**src/hdl/swcg_defs.svh**
```systemverilog
// register offsets, field positions, masks and reset values of the supply-warning and clock-gate bank
`ifndef SWCG_DEFS_SVH
`define SWCG_DEFS_SVH

`define SWCG_OFF_WARN 4'h0
`define SWCG_OFF_GATE_A 4'h4
`define SWCG_OFF_GATE_B 4'h8
`define SWCG_OFF_IRQ_STAT 4'hC

`define SWCG_BIT_WARN_FLAG 7
`define SWCG_BIT_WARN_CLEAR 6
`define SWCG_BIT_WARN_IRQ_EN 3

`define SWCG_BIT_MODULO_TIMER 7
`define SWCG_BIT_TIMER_PWM 5
`define SWCG_BIT_ADC 4
`define SWCG_BIT_SERIAL 0

`define SWCG_BIT_FLASH_REG 6
`define SWCG_BIT_EXT_IRQ 5
`define SWCG_BIT_KEYBOARD 4
`define SWCG_BIT_COMPARATOR 3
`define SWCG_BIT_RTC 2

`define SWCG_MASK_WARN 8'h88
`define SWCG_MASK_GATE_A 8'hB1
`define SWCG_MASK_GATE_B 8'h7C

`define SWCG_RST_WARN 8'h00
`define SWCG_RST_GATE_A 8'hFF
`define SWCG_RST_GATE_B 8'hFF

`define SWCG_IRQ_BIT_WARN 0
`define SWCG_IRQ_BIT_GATE_ERR 1
`define SWCG_MASK_IRQ 8'h03

`define SWCG_NUM_GATES 9

`endif

```
**src/hdl/swcg_pkg.sv**
```systemverilog
// types shared by the supply-warning and clock-gate bank
package swcg_pkg;
    typedef enum logic [1:0] {
        SWCG_BUS_IDLE,
        SWCG_BUS_ACK
    } swcg_bus_state_t;
endpackage : swcg_pkg

```
**src/hdl/swcg_bank.sv**
```systemverilog
// supply-warning flag register and peripheral bus-clock gate registers on an Avalon-MM slave
// Function
// flag sets on low supply, including after reset
// flag at bit 7, sticky
// write 1 bit 6 clears unless still low
// bit 3 enables interrupt while flag set
// gate A bit 7 modulo timer clock
// gate A bit 5 timer/PWM clock
// gate A bit 4 converter clock
// gate A bit 0 serial clock
// gate B bit 6 flash register clock
// gate B bit 5 external interrupt clock
// gate B bit 4 keyboard interrupt clock
// gate B bit 3 all comparators clock
// gate B bit 2 only counter bus clock
// software disables peripheral before gating off
// software reprograms peripheral after gating on
// unimplemented bits read zero, ignore writes
// gates switch clocks without glitches
`timescale 1ns/1ns
`default_nettype none
`include "swcg_defs.svh"
module swcg_bank (
    input wire logic core_clk,
    input wire logic reset_n,
    input wire logic [3:0] avs_address,
    input wire logic avs_read,
    input wire logic avs_write,
    input wire logic [31:0] avs_writedata,
    input wire logic [3:0] avs_byteenable,
    output logic [31:0] avs_readdata,
    output logic avs_waitrequest,
    output logic [1:0] avs_response,
    input wire logic supply_low,
    input wire logic ext_ref_clock,
    input wire logic low_power_osc_clock,
    output logic modulo_timer_clk,
    output logic timer_pwm_unit_clk,
    output logic adc_clk,
    output logic serial_comm_iface_clk,
    output logic flash_reg_gate_clk,
    output logic ext_irq_unit_clk,
    output logic keyboard_interrupt_unit_clk,
    output logic analog_comparator_clk,
    output logic rtc_bus_clk,
    output logic rtc_ext_ref_clock,
    output logic rtc_low_power_osc_clock,
    output logic supply_warn_irq,
    output logic irq
);
    // supply_low comes from the analog trip comparator, outside this clock domain
    logic low_s1_q;
    logic low_s2_q;
    logic low_s1_d;
    logic low_s2_d;

    always_comb begin
        low_s1_d = supply_low;
        low_s2_d = low_s1_q;
    end

    always_ff @(posedge core_clk or negedge reset_n) begin
        if (!reset_n) begin
            low_s1_q <= 1'b0;
            low_s2_q <= 1'b0;
        end else begin
            low_s1_q <= low_s1_d;
            low_s2_q <= low_s2_d;
        end
    end

    // bus handshake: every access answers one cycle after it is presented
    swcg_pkg::swcg_bus_state_t bus_state_q;
    swcg_pkg::swcg_bus_state_t bus_state_d;
    logic [31:0] rdata_q;
    logic [31:0] rdata_d;
    logic [1:0] resp_q;
    logic [1:0] resp_d;
    logic access;
    logic wr_take;
    logic rd_take;

    assign access = avs_read | avs_write;
    assign wr_take = avs_write && (bus_state_q == swcg_pkg::SWCG_BUS_ACK);
    assign rd_take = avs_read && (bus_state_q == swcg_pkg::SWCG_BUS_ACK);

    function automatic logic addr_hit(input logic [3:0] addr, input logic [3:0] off);
        addr_hit = (addr == off);
    endfunction : addr_hit

    function automatic logic addr_mapped(input logic [3:0] addr);
        addr_mapped = addr_hit(addr, `SWCG_OFF_WARN) || addr_hit(addr, `SWCG_OFF_GATE_A)
            || addr_hit(addr, `SWCG_OFF_GATE_B) || addr_hit(addr, `SWCG_OFF_IRQ_STAT);
    endfunction : addr_mapped

    logic lane0_wr;
    assign lane0_wr = wr_take && avs_byteenable[0];

    // register state
    logic flag_q;
    logic flag_d;
    logic warn_ie_q;
    logic warn_ie_d;
    logic [7:0] gate_a_q;
    logic [7:0] gate_a_d;
    logic [7:0] gate_b_q;
    logic [7:0] gate_b_d;
    logic [7:0] irq_stat_q;
    logic [7:0] irq_stat_d;
    logic [7:0] irq_mask_q;
    logic [7:0] irq_mask_d;
    logic [7:0] warn_read;
    logic flag_rise;
    logic flag_prev_q;
    logic flag_prev_d;
    logic bad_access;

    assign warn_read = {flag_q, 3'h0, warn_ie_q, 3'h0};
    assign flag_rise = flag_q & ~flag_prev_q;
    assign bad_access = wr_take && !addr_mapped(avs_address);

    always_comb begin
        bus_state_d = swcg_pkg::SWCG_BUS_IDLE;
        if (access && bus_state_q == swcg_pkg::SWCG_BUS_IDLE) begin
            bus_state_d = swcg_pkg::SWCG_BUS_ACK;
        end
        rdata_d = rdata_q;
        resp_d = resp_q;
        if (access && bus_state_q == swcg_pkg::SWCG_BUS_IDLE) begin
            resp_d = addr_mapped(avs_address) ? 2'h0 : 2'h3;
            rdata_d = 32'h0;
            if (avs_read) begin
                unique case (avs_address)
                    `SWCG_OFF_WARN: rdata_d = {24'h0, warn_read};
                    `SWCG_OFF_GATE_A: rdata_d = {24'h0, gate_a_q & `SWCG_MASK_GATE_A};
                    `SWCG_OFF_GATE_B: rdata_d = {24'h0, gate_b_q & `SWCG_MASK_GATE_B};
                    `SWCG_OFF_IRQ_STAT: rdata_d = {16'h0, irq_mask_q, irq_stat_q};
                    default: rdata_d = 32'h0;
                endcase
            end
        end
    end

    always_ff @(posedge core_clk or negedge reset_n) begin
        if (!reset_n) begin
            bus_state_q <= swcg_pkg::SWCG_BUS_IDLE;
            rdata_q <= 32'h0;
            resp_q <= 2'h0;
        end else begin
            bus_state_q <= bus_state_d;
            rdata_q <= rdata_d;
            resp_q <= resp_d;
        end
    end

    assign avs_waitrequest = access && (bus_state_q != swcg_pkg::SWCG_BUS_ACK);
    assign avs_readdata = rdata_q;
    assign avs_response = resp_q;

    // supply-warning flag: condition holds it set, acknowledge only clears when supply is good
    always_comb begin
        flag_d = flag_q;
        warn_ie_d = warn_ie_q;
        if (lane0_wr && addr_hit(avs_address, `SWCG_OFF_WARN)) begin
            warn_ie_d = avs_writedata[`SWCG_BIT_WARN_IRQ_EN];
            if (avs_writedata[`SWCG_BIT_WARN_CLEAR]) begin
                flag_d = 1'b0;
            end
        end
        // setting wins over the acknowledge, also covers a supply already low at reset release
        if (low_s2_q) begin
            flag_d = 1'b1;
        end
    end

    always_ff @(posedge core_clk or negedge reset_n) begin
        if (!reset_n) begin
            flag_q <= 1'b0;
            warn_ie_q <= 1'b0;
        end else begin
            flag_q <= flag_d;
            warn_ie_q <= warn_ie_d;
        end
    end

    assign supply_warn_irq = flag_q & warn_ie_q;

    // gate registers reset enabled so peripherals run until software trims them
    always_comb begin
        gate_a_d = gate_a_q;
        gate_b_d = gate_b_q;
        if (lane0_wr && addr_hit(avs_address, `SWCG_OFF_GATE_A)) begin
            gate_a_d = avs_writedata[7:0] & `SWCG_MASK_GATE_A;
        end
        if (lane0_wr && addr_hit(avs_address, `SWCG_OFF_GATE_B)) begin
            gate_b_d = avs_writedata[7:0] & `SWCG_MASK_GATE_B;
        end
    end

    always_ff @(posedge core_clk or negedge reset_n) begin
        if (!reset_n) begin
            gate_a_q <= `SWCG_RST_GATE_A & `SWCG_MASK_GATE_A;
            gate_b_q <= `SWCG_RST_GATE_B & `SWCG_MASK_GATE_B;
        end else begin
            gate_a_q <= gate_a_d;
            gate_b_q <= gate_b_d;
        end
    end

    // sticky interrupt status: bit 0 warning rise, bit 1 write to unmapped offset
    always_comb begin
        irq_stat_d = irq_stat_q;
        irq_mask_d = irq_mask_q;
        if (lane0_wr && addr_hit(avs_address, `SWCG_OFF_IRQ_STAT)) begin
            irq_stat_d = irq_stat_q & ~avs_writedata[7:0];
        end
        if (wr_take && avs_byteenable[1] && addr_hit(avs_address, `SWCG_OFF_IRQ_STAT)) begin
            irq_mask_d = avs_writedata[15:8] & `SWCG_MASK_IRQ;
        end
        if (flag_rise) begin
            irq_stat_d[`SWCG_IRQ_BIT_WARN] = 1'b1;
        end
        if (bad_access) begin
            irq_stat_d[`SWCG_IRQ_BIT_GATE_ERR] = 1'b1;
        end
        flag_prev_d = flag_q;
    end

    always_ff @(posedge core_clk or negedge reset_n) begin
        if (!reset_n) begin
            irq_stat_q <= 8'h00;
            irq_mask_q <= 8'h00;
            flag_prev_q <= 1'b0;
        end else begin
            irq_stat_q <= irq_stat_d;
            irq_mask_q <= irq_mask_d;
            flag_prev_q <= flag_prev_d;
        end
    end

    assign irq = |(irq_stat_q & irq_mask_q);

    // gate enables in a fixed order, one glitch-free gate each
    logic [`SWCG_NUM_GATES-1:0] gate_en;
    logic [`SWCG_NUM_GATES-1:0] gate_clk;

    assign gate_en = {
        gate_a_q[`SWCG_BIT_MODULO_TIMER],
        gate_a_q[`SWCG_BIT_TIMER_PWM],
        gate_a_q[`SWCG_BIT_ADC],
        gate_a_q[`SWCG_BIT_SERIAL],
        gate_b_q[`SWCG_BIT_FLASH_REG],
        gate_b_q[`SWCG_BIT_EXT_IRQ],
        gate_b_q[`SWCG_BIT_KEYBOARD],
        gate_b_q[`SWCG_BIT_COMPARATOR],
        gate_b_q[`SWCG_BIT_RTC]
    };

    genvar gi;
    generate
        for (gi = 0; gi < `SWCG_NUM_GATES; gi++) begin : g_gate
            swcg_clock_gate swcg_clock_gate_i (
                .core_clk(core_clk),
                .reset_n(reset_n),
                .enable(gate_en[gi]),
                .gated_clk(gate_clk[gi])
            );
        end
    endgenerate

    assign modulo_timer_clk = gate_clk[8];
    assign timer_pwm_unit_clk = gate_clk[7];
    assign adc_clk = gate_clk[6];
    assign serial_comm_iface_clk = gate_clk[5];
    assign flash_reg_gate_clk = gate_clk[4];
    assign ext_irq_unit_clk = gate_clk[3];
    assign keyboard_interrupt_unit_clk = gate_clk[2];
    assign analog_comparator_clk = gate_clk[1];
    assign rtc_bus_clk = gate_clk[0];
    // the counter's own reference clocks bypass the gate entirely
    assign rtc_ext_ref_clock = ext_ref_clock;
    assign rtc_low_power_osc_clock = low_power_osc_clock;
endmodule : swcg_bank
`default_nettype wire

```
**src/hdl/swcg_clock_gate.sv**
```systemverilog
// glitch-free clock gate with a falling-edge enable register for one peripheral bus clock
`timescale 1ns/1ns
`default_nettype none
module swcg_clock_gate (
    input wire logic core_clk,
    input wire logic reset_n,
    input wire logic enable,
    output logic gated_clk
);
    logic en_q;
    logic en_d;

    // enable is retimed on the falling edge so it only changes while the clock is low
    always_comb begin
        en_d = enable;
    end

    always_ff @(negedge core_clk or negedge reset_n) begin
        if (!reset_n) begin
            en_q <= 1'b0;
        end else begin
            en_q <= en_d;
        end
    end

    assign gated_clk = core_clk & en_q;
endmodule : swcg_clock_gate
`default_nettype wire

```
**config.mk**
```make
export PLATFORM = sky130hd
export DESIGN_NAME = swcg_bank
export DESIGN_NICKNAME = d
export VERILOG_FILES = /design/src/hdl/swcg_pkg.sv /design/src/hdl/swcg_bank.sv /design/src/hdl/swcg_clock_gate.sv
export VERILOG_INCLUDE_DIRS = /design/src /design/src/hdl
export SDC_FILE = /design/constraint.sdc
export NUM_CORES = 1
export LEC_CHECK = 0
export BUFFER_PORTS_ARGS = -buffer_cell sky130_fd_sc_hd__buf_4
export CAP_MARGIN = 20
export CORE_AREA = 2 2 67 69
export DETAILED_ROUTE_END_ITERATION = 10
export DIE_AREA = 0 0 69 71
export GPL_TIMING_DRIVEN = 0
export PLACE_DENSITY = 0.79
export SYNTH_ARGS = -nofsm -noshare
export SYNTH_HDL_FRONTEND = slang
export SYNTH_SLANG_ARGS = --single-unit
```
**constraint.sdc**
```tcl
create_clock -name core_clk -period 3.3 [get_ports core_clk]
set_input_delay 0 -clock core_clk [delete_from_list [all_inputs] [get_ports core_clk]]
set_output_delay 0 -clock core_clk [all_outputs]
set_load 0.01 [all_outputs]
```
==> run summary <==
======================================================================================
Largest fanout of any net on the critical path                                       1
Global route total overflow                                                          0
Vias in the first global route                                                    1586
Count of nets after finishing                                                      303
Layout Skew                                                                  0.0190 ns
Number of routed nets with antenna violations                                        0
Max-cap check violation count                                                        0
Critical-path top delay cell                                              sky130_fd_sc_hd__dfrtn_1
Number of setup violations in the final report                                       0
Worst endpoint required time                                                   3.30 ns
R2R setup slack                                                                1.13 ns
Drc violations                                                                       0
Final HPWL DP                                                                  2820 um
Number of buffers added for setup after CTS                                          0
Die width                                                                        69 um
Largest net degree at the start of global routing                                   46
CTS clock-pin slew for the worst setup and hold paths                          0.08 ns
Initial standard-cell utilization of the core                                    47.4%
Starting DRT DRC Count                                                              64
Count of input and output buffers                                                   46
Antenna fix cells                                                                    0
Mapped cell area                                                              1990 um2
Core Rows                                                                           24
WL per Instance                                                                13.9 um
Biggest cell delay along the critical path                                     0.39 ns
Fill cell instance count of the final layout                                       340
CTS tree                                                                           yes
Number of warnings printed during yosys synthesis                                    0
Sum of negative setup slack                                                       0 ns
Die boundary height                                                              71 um
Die footprint                                                                 4900 um2
Data arrival time of the worst path                                            2.70 ns
Number of primary I/O pins                                                          95
Number of vias in the routed layout                                               1505
Count of endpoints failing hold in the final timing report                           0
Floorplan Core Area                                                           4200 um2
Syn avg cell area                                                             12.5 um2
Ratio of routed vias to standard cells                                            4.85
Clock insertion delay at the later pin of the skew report                      0.42 ns
First-pass GRT wire length                                                     7290 um
Number of instances resized during post-cts repair                                   0
Transition time of the tightest slew-check pin                                0.552 ns
First-pass iteration count of the detailed router                                    4
Worst Setup Start Kind                                                        register
Power density relative to cell area                                         501 nW/um2
Routed wire length                                                             4310 um
Fraction of layout instances using a drive strength above 1                      45.0%
Max Transition Viols Final                                                           0
Min-Delay Path Class                                                         in -> reg
Top cell type's share of synthesized area                                        33.9%
Type of the worst setup path                                                reg -> out
Post-synthesis cell type count                                                      34
Leakage power figure                                                           1.45 nW
Largest cells by area after synthesis                                     sky130_fd_sc_hd__dfrtp_1, sky130_fd_sc_hd__dfstp_2, sky130_fd_sc_hd__dfrtn_1
Setup crit end kind                                                       primary output
Max rail drop VDD                                                               323 uV
GRT Util Overall                                                                 19.7%
Series of cell instances along the critical path                          and2_1, buf_4
Result of the run                                                         finished, final reports clean
Weighted congestion reported at the end of routability-driven placement          0.774
Area added between synthesis and finish                                          42.1%
Post-Place Cell Area                                                          2480 um2
RSZ-0062 raised after global routing                                             false
Gate count after technology mapping                                                159
Hold-fix buffers at CTS                                                             19
Yosys top cell by area                                                    sky130_fd_sc_hd__dfrtp_1
Worst slew margin relative to its limit                                          63.2%
Flip-flop and latch count after synthesis                                           45
Initial antenna violation count                                                      0
Sequential-to-total area share from yosys stat                                   57.0%
Final Instance Area                                                           2830 um2
======================================================================================
state kept, by name, summed over array words and instances (netlist names):
register and cells:
avs_readdata 10, avs_response 1, bus_state_q 1, flag_prev_d 1, flag_prev_q 1, g_gate.swcg_clock_gate_i.en_q 9, gate_a_q 4, gate_b_q 5
irq_mask_q 2, irq_stat_q 8, low_s1_q 1, low_s2_q 1, warn_ie_q 1
layout make-up:
type | instances | area [um2] | area share [%]
plain buffers | 29 | 211 | 7.46
clock buffers | 20 | 219 | 7.73
clock inverters | 2 | 8.76 | 0.309
inverters | 4 | 15.0 | 0.530
multi-input cells | 102 | 709 | 25.0
flip-flops and latches | 45 | 1140 | 40.1
well taps | 52 | 65.1 | 2.30
repair buffers | 56 | 468 | 16.5
logic make-up after synthesis:
family,after synthesis,share of synthesized area (%)
AND/OR/NAND/NOR,35,11.6
other,1,0.188
buffers and inverters,33,11.4
multiplexers,18,9.97
flip-flops,45,57.0
AO/OA/AOI/OAI,27,9.85
final timing paths:
| kind | startpoint | end | depth (start not counted) |
|---|---|---|---|
| setup / recovery | g_gate[1].swcg_clock_gate_i.en_q | analog_comparator_clk | 2 |
| hold / removal | avs_address[3] | avs_readdata[4] | 4 |
| setup reg to reg | gate_a_q[5] | g_gate[7].swcg_clock_gate_i.en_q | 0 |
| hold reg to reg | low_s1_q | low_s2_q | 0 |
| max in group asynchronous | reset_n | g_gate[7].swcg_clock_gate_i.en_q | 2 |
| min in group asynchronous | reset_n | irq_mask_q[0] | 2 |
critical path, delay by kind of cell, from the launching register on:
kind	cells	cell delay [ns]
buffers and inverters	1	0.11
DFF	1	0.39
and+or+nand+nor	1	0.13
synth_stat cells (all sizes together):
cell     count
dfrtp       27
mux2i        3
conb         1
a21boi       6
dfrtn        9
nand4b       2
dfstp        9
nor2         5
mux2        15
a222oi       1
or4b         1
a22oi        1
and4         1
clkbuf       2
a32o         1
o21ai        7
and2        11
and3         1
buf         27
nand3        1
nor4b        1
inv          4
and4bb       2
o22ai        1
a22o         4
a32oi        2
nand2        9
a31oi        1
o21bai       2
nand4        1
o2bb2ai      1
cell usage in the layout, fill, tap and decap left out, types with 2 or more instances in the layout:
master	n
sky130_fd_sc_hd__buf_4	71
sky130_fd_sc_hd__dfrtp_1	27
sky130_fd_sc_hd__conb_1	22
sky130_fd_sc_hd__dlygate4sd3_1	19
sky130_fd_sc_hd__mux2_2	15
sky130_fd_sc_hd__clkbuf_8	11
sky130_fd_sc_hd__and2_1	10
sky130_fd_sc_hd__nand2_1	9
sky130_fd_sc_hd__dfrtn_1	9
sky130_fd_sc_hd__dfstp_2	9
sky130_fd_sc_hd__o21ai_0	7
sky130_fd_sc_hd__a21boi_0	6
sky130_fd_sc_hd__nor2_1	5
sky130_fd_sc_hd__inv_1	4
sky130_fd_sc_hd__a22o_1	4
sky130_fd_sc_hd__mux2i_1	3
sky130_fd_sc_hd__o21bai_1	2
sky130_fd_sc_hd__clkbuf_1	2
sky130_fd_sc_hd__and4bb_2	2
sky130_fd_sc_hd__nand4b_1	2
sky130_fd_sc_hd__a32oi_1	2
power breakdown:
| part | switching, mW | leakage, nW | internal (mW) |
|---|---|---|---|
| Sequential | 0.0240 | 0.559 | 0.607 |
| Clock | 0.270 | 0.162 | 0.337 |
| Combinational | 0.0778 | 0.725 | 0.104 |
| Total | 0.372 | 1.45 | 1.05 |
per-layer routing:
layer,GRT usage (%),vias to the layer above,wire (um)
met3,11.5,15,455
met2,27.7,81,1970
li1,-,703,-
met4,12.6,0,125
met5,0,-,0
met1,23.0,706,1760
through the flow:
stage	cells	setup WS, ns	util (%)	hold WS [ns]	power (mW)
final	310	0.601	67.4	0.0768	1.42
after global routing	310	0.552	67.4	0.107	1.50
after CTS	310	0.597	67.4	0.0731	1.44
after detailed placement	278	1.06	59.1	0.0276	0.863
after global placement	278	1.07	59.1	0.0210	0.859
after floorplan	180	1.14	-	-0.296	0.759
Note: power is estimated with default switching activity, not from simulation.
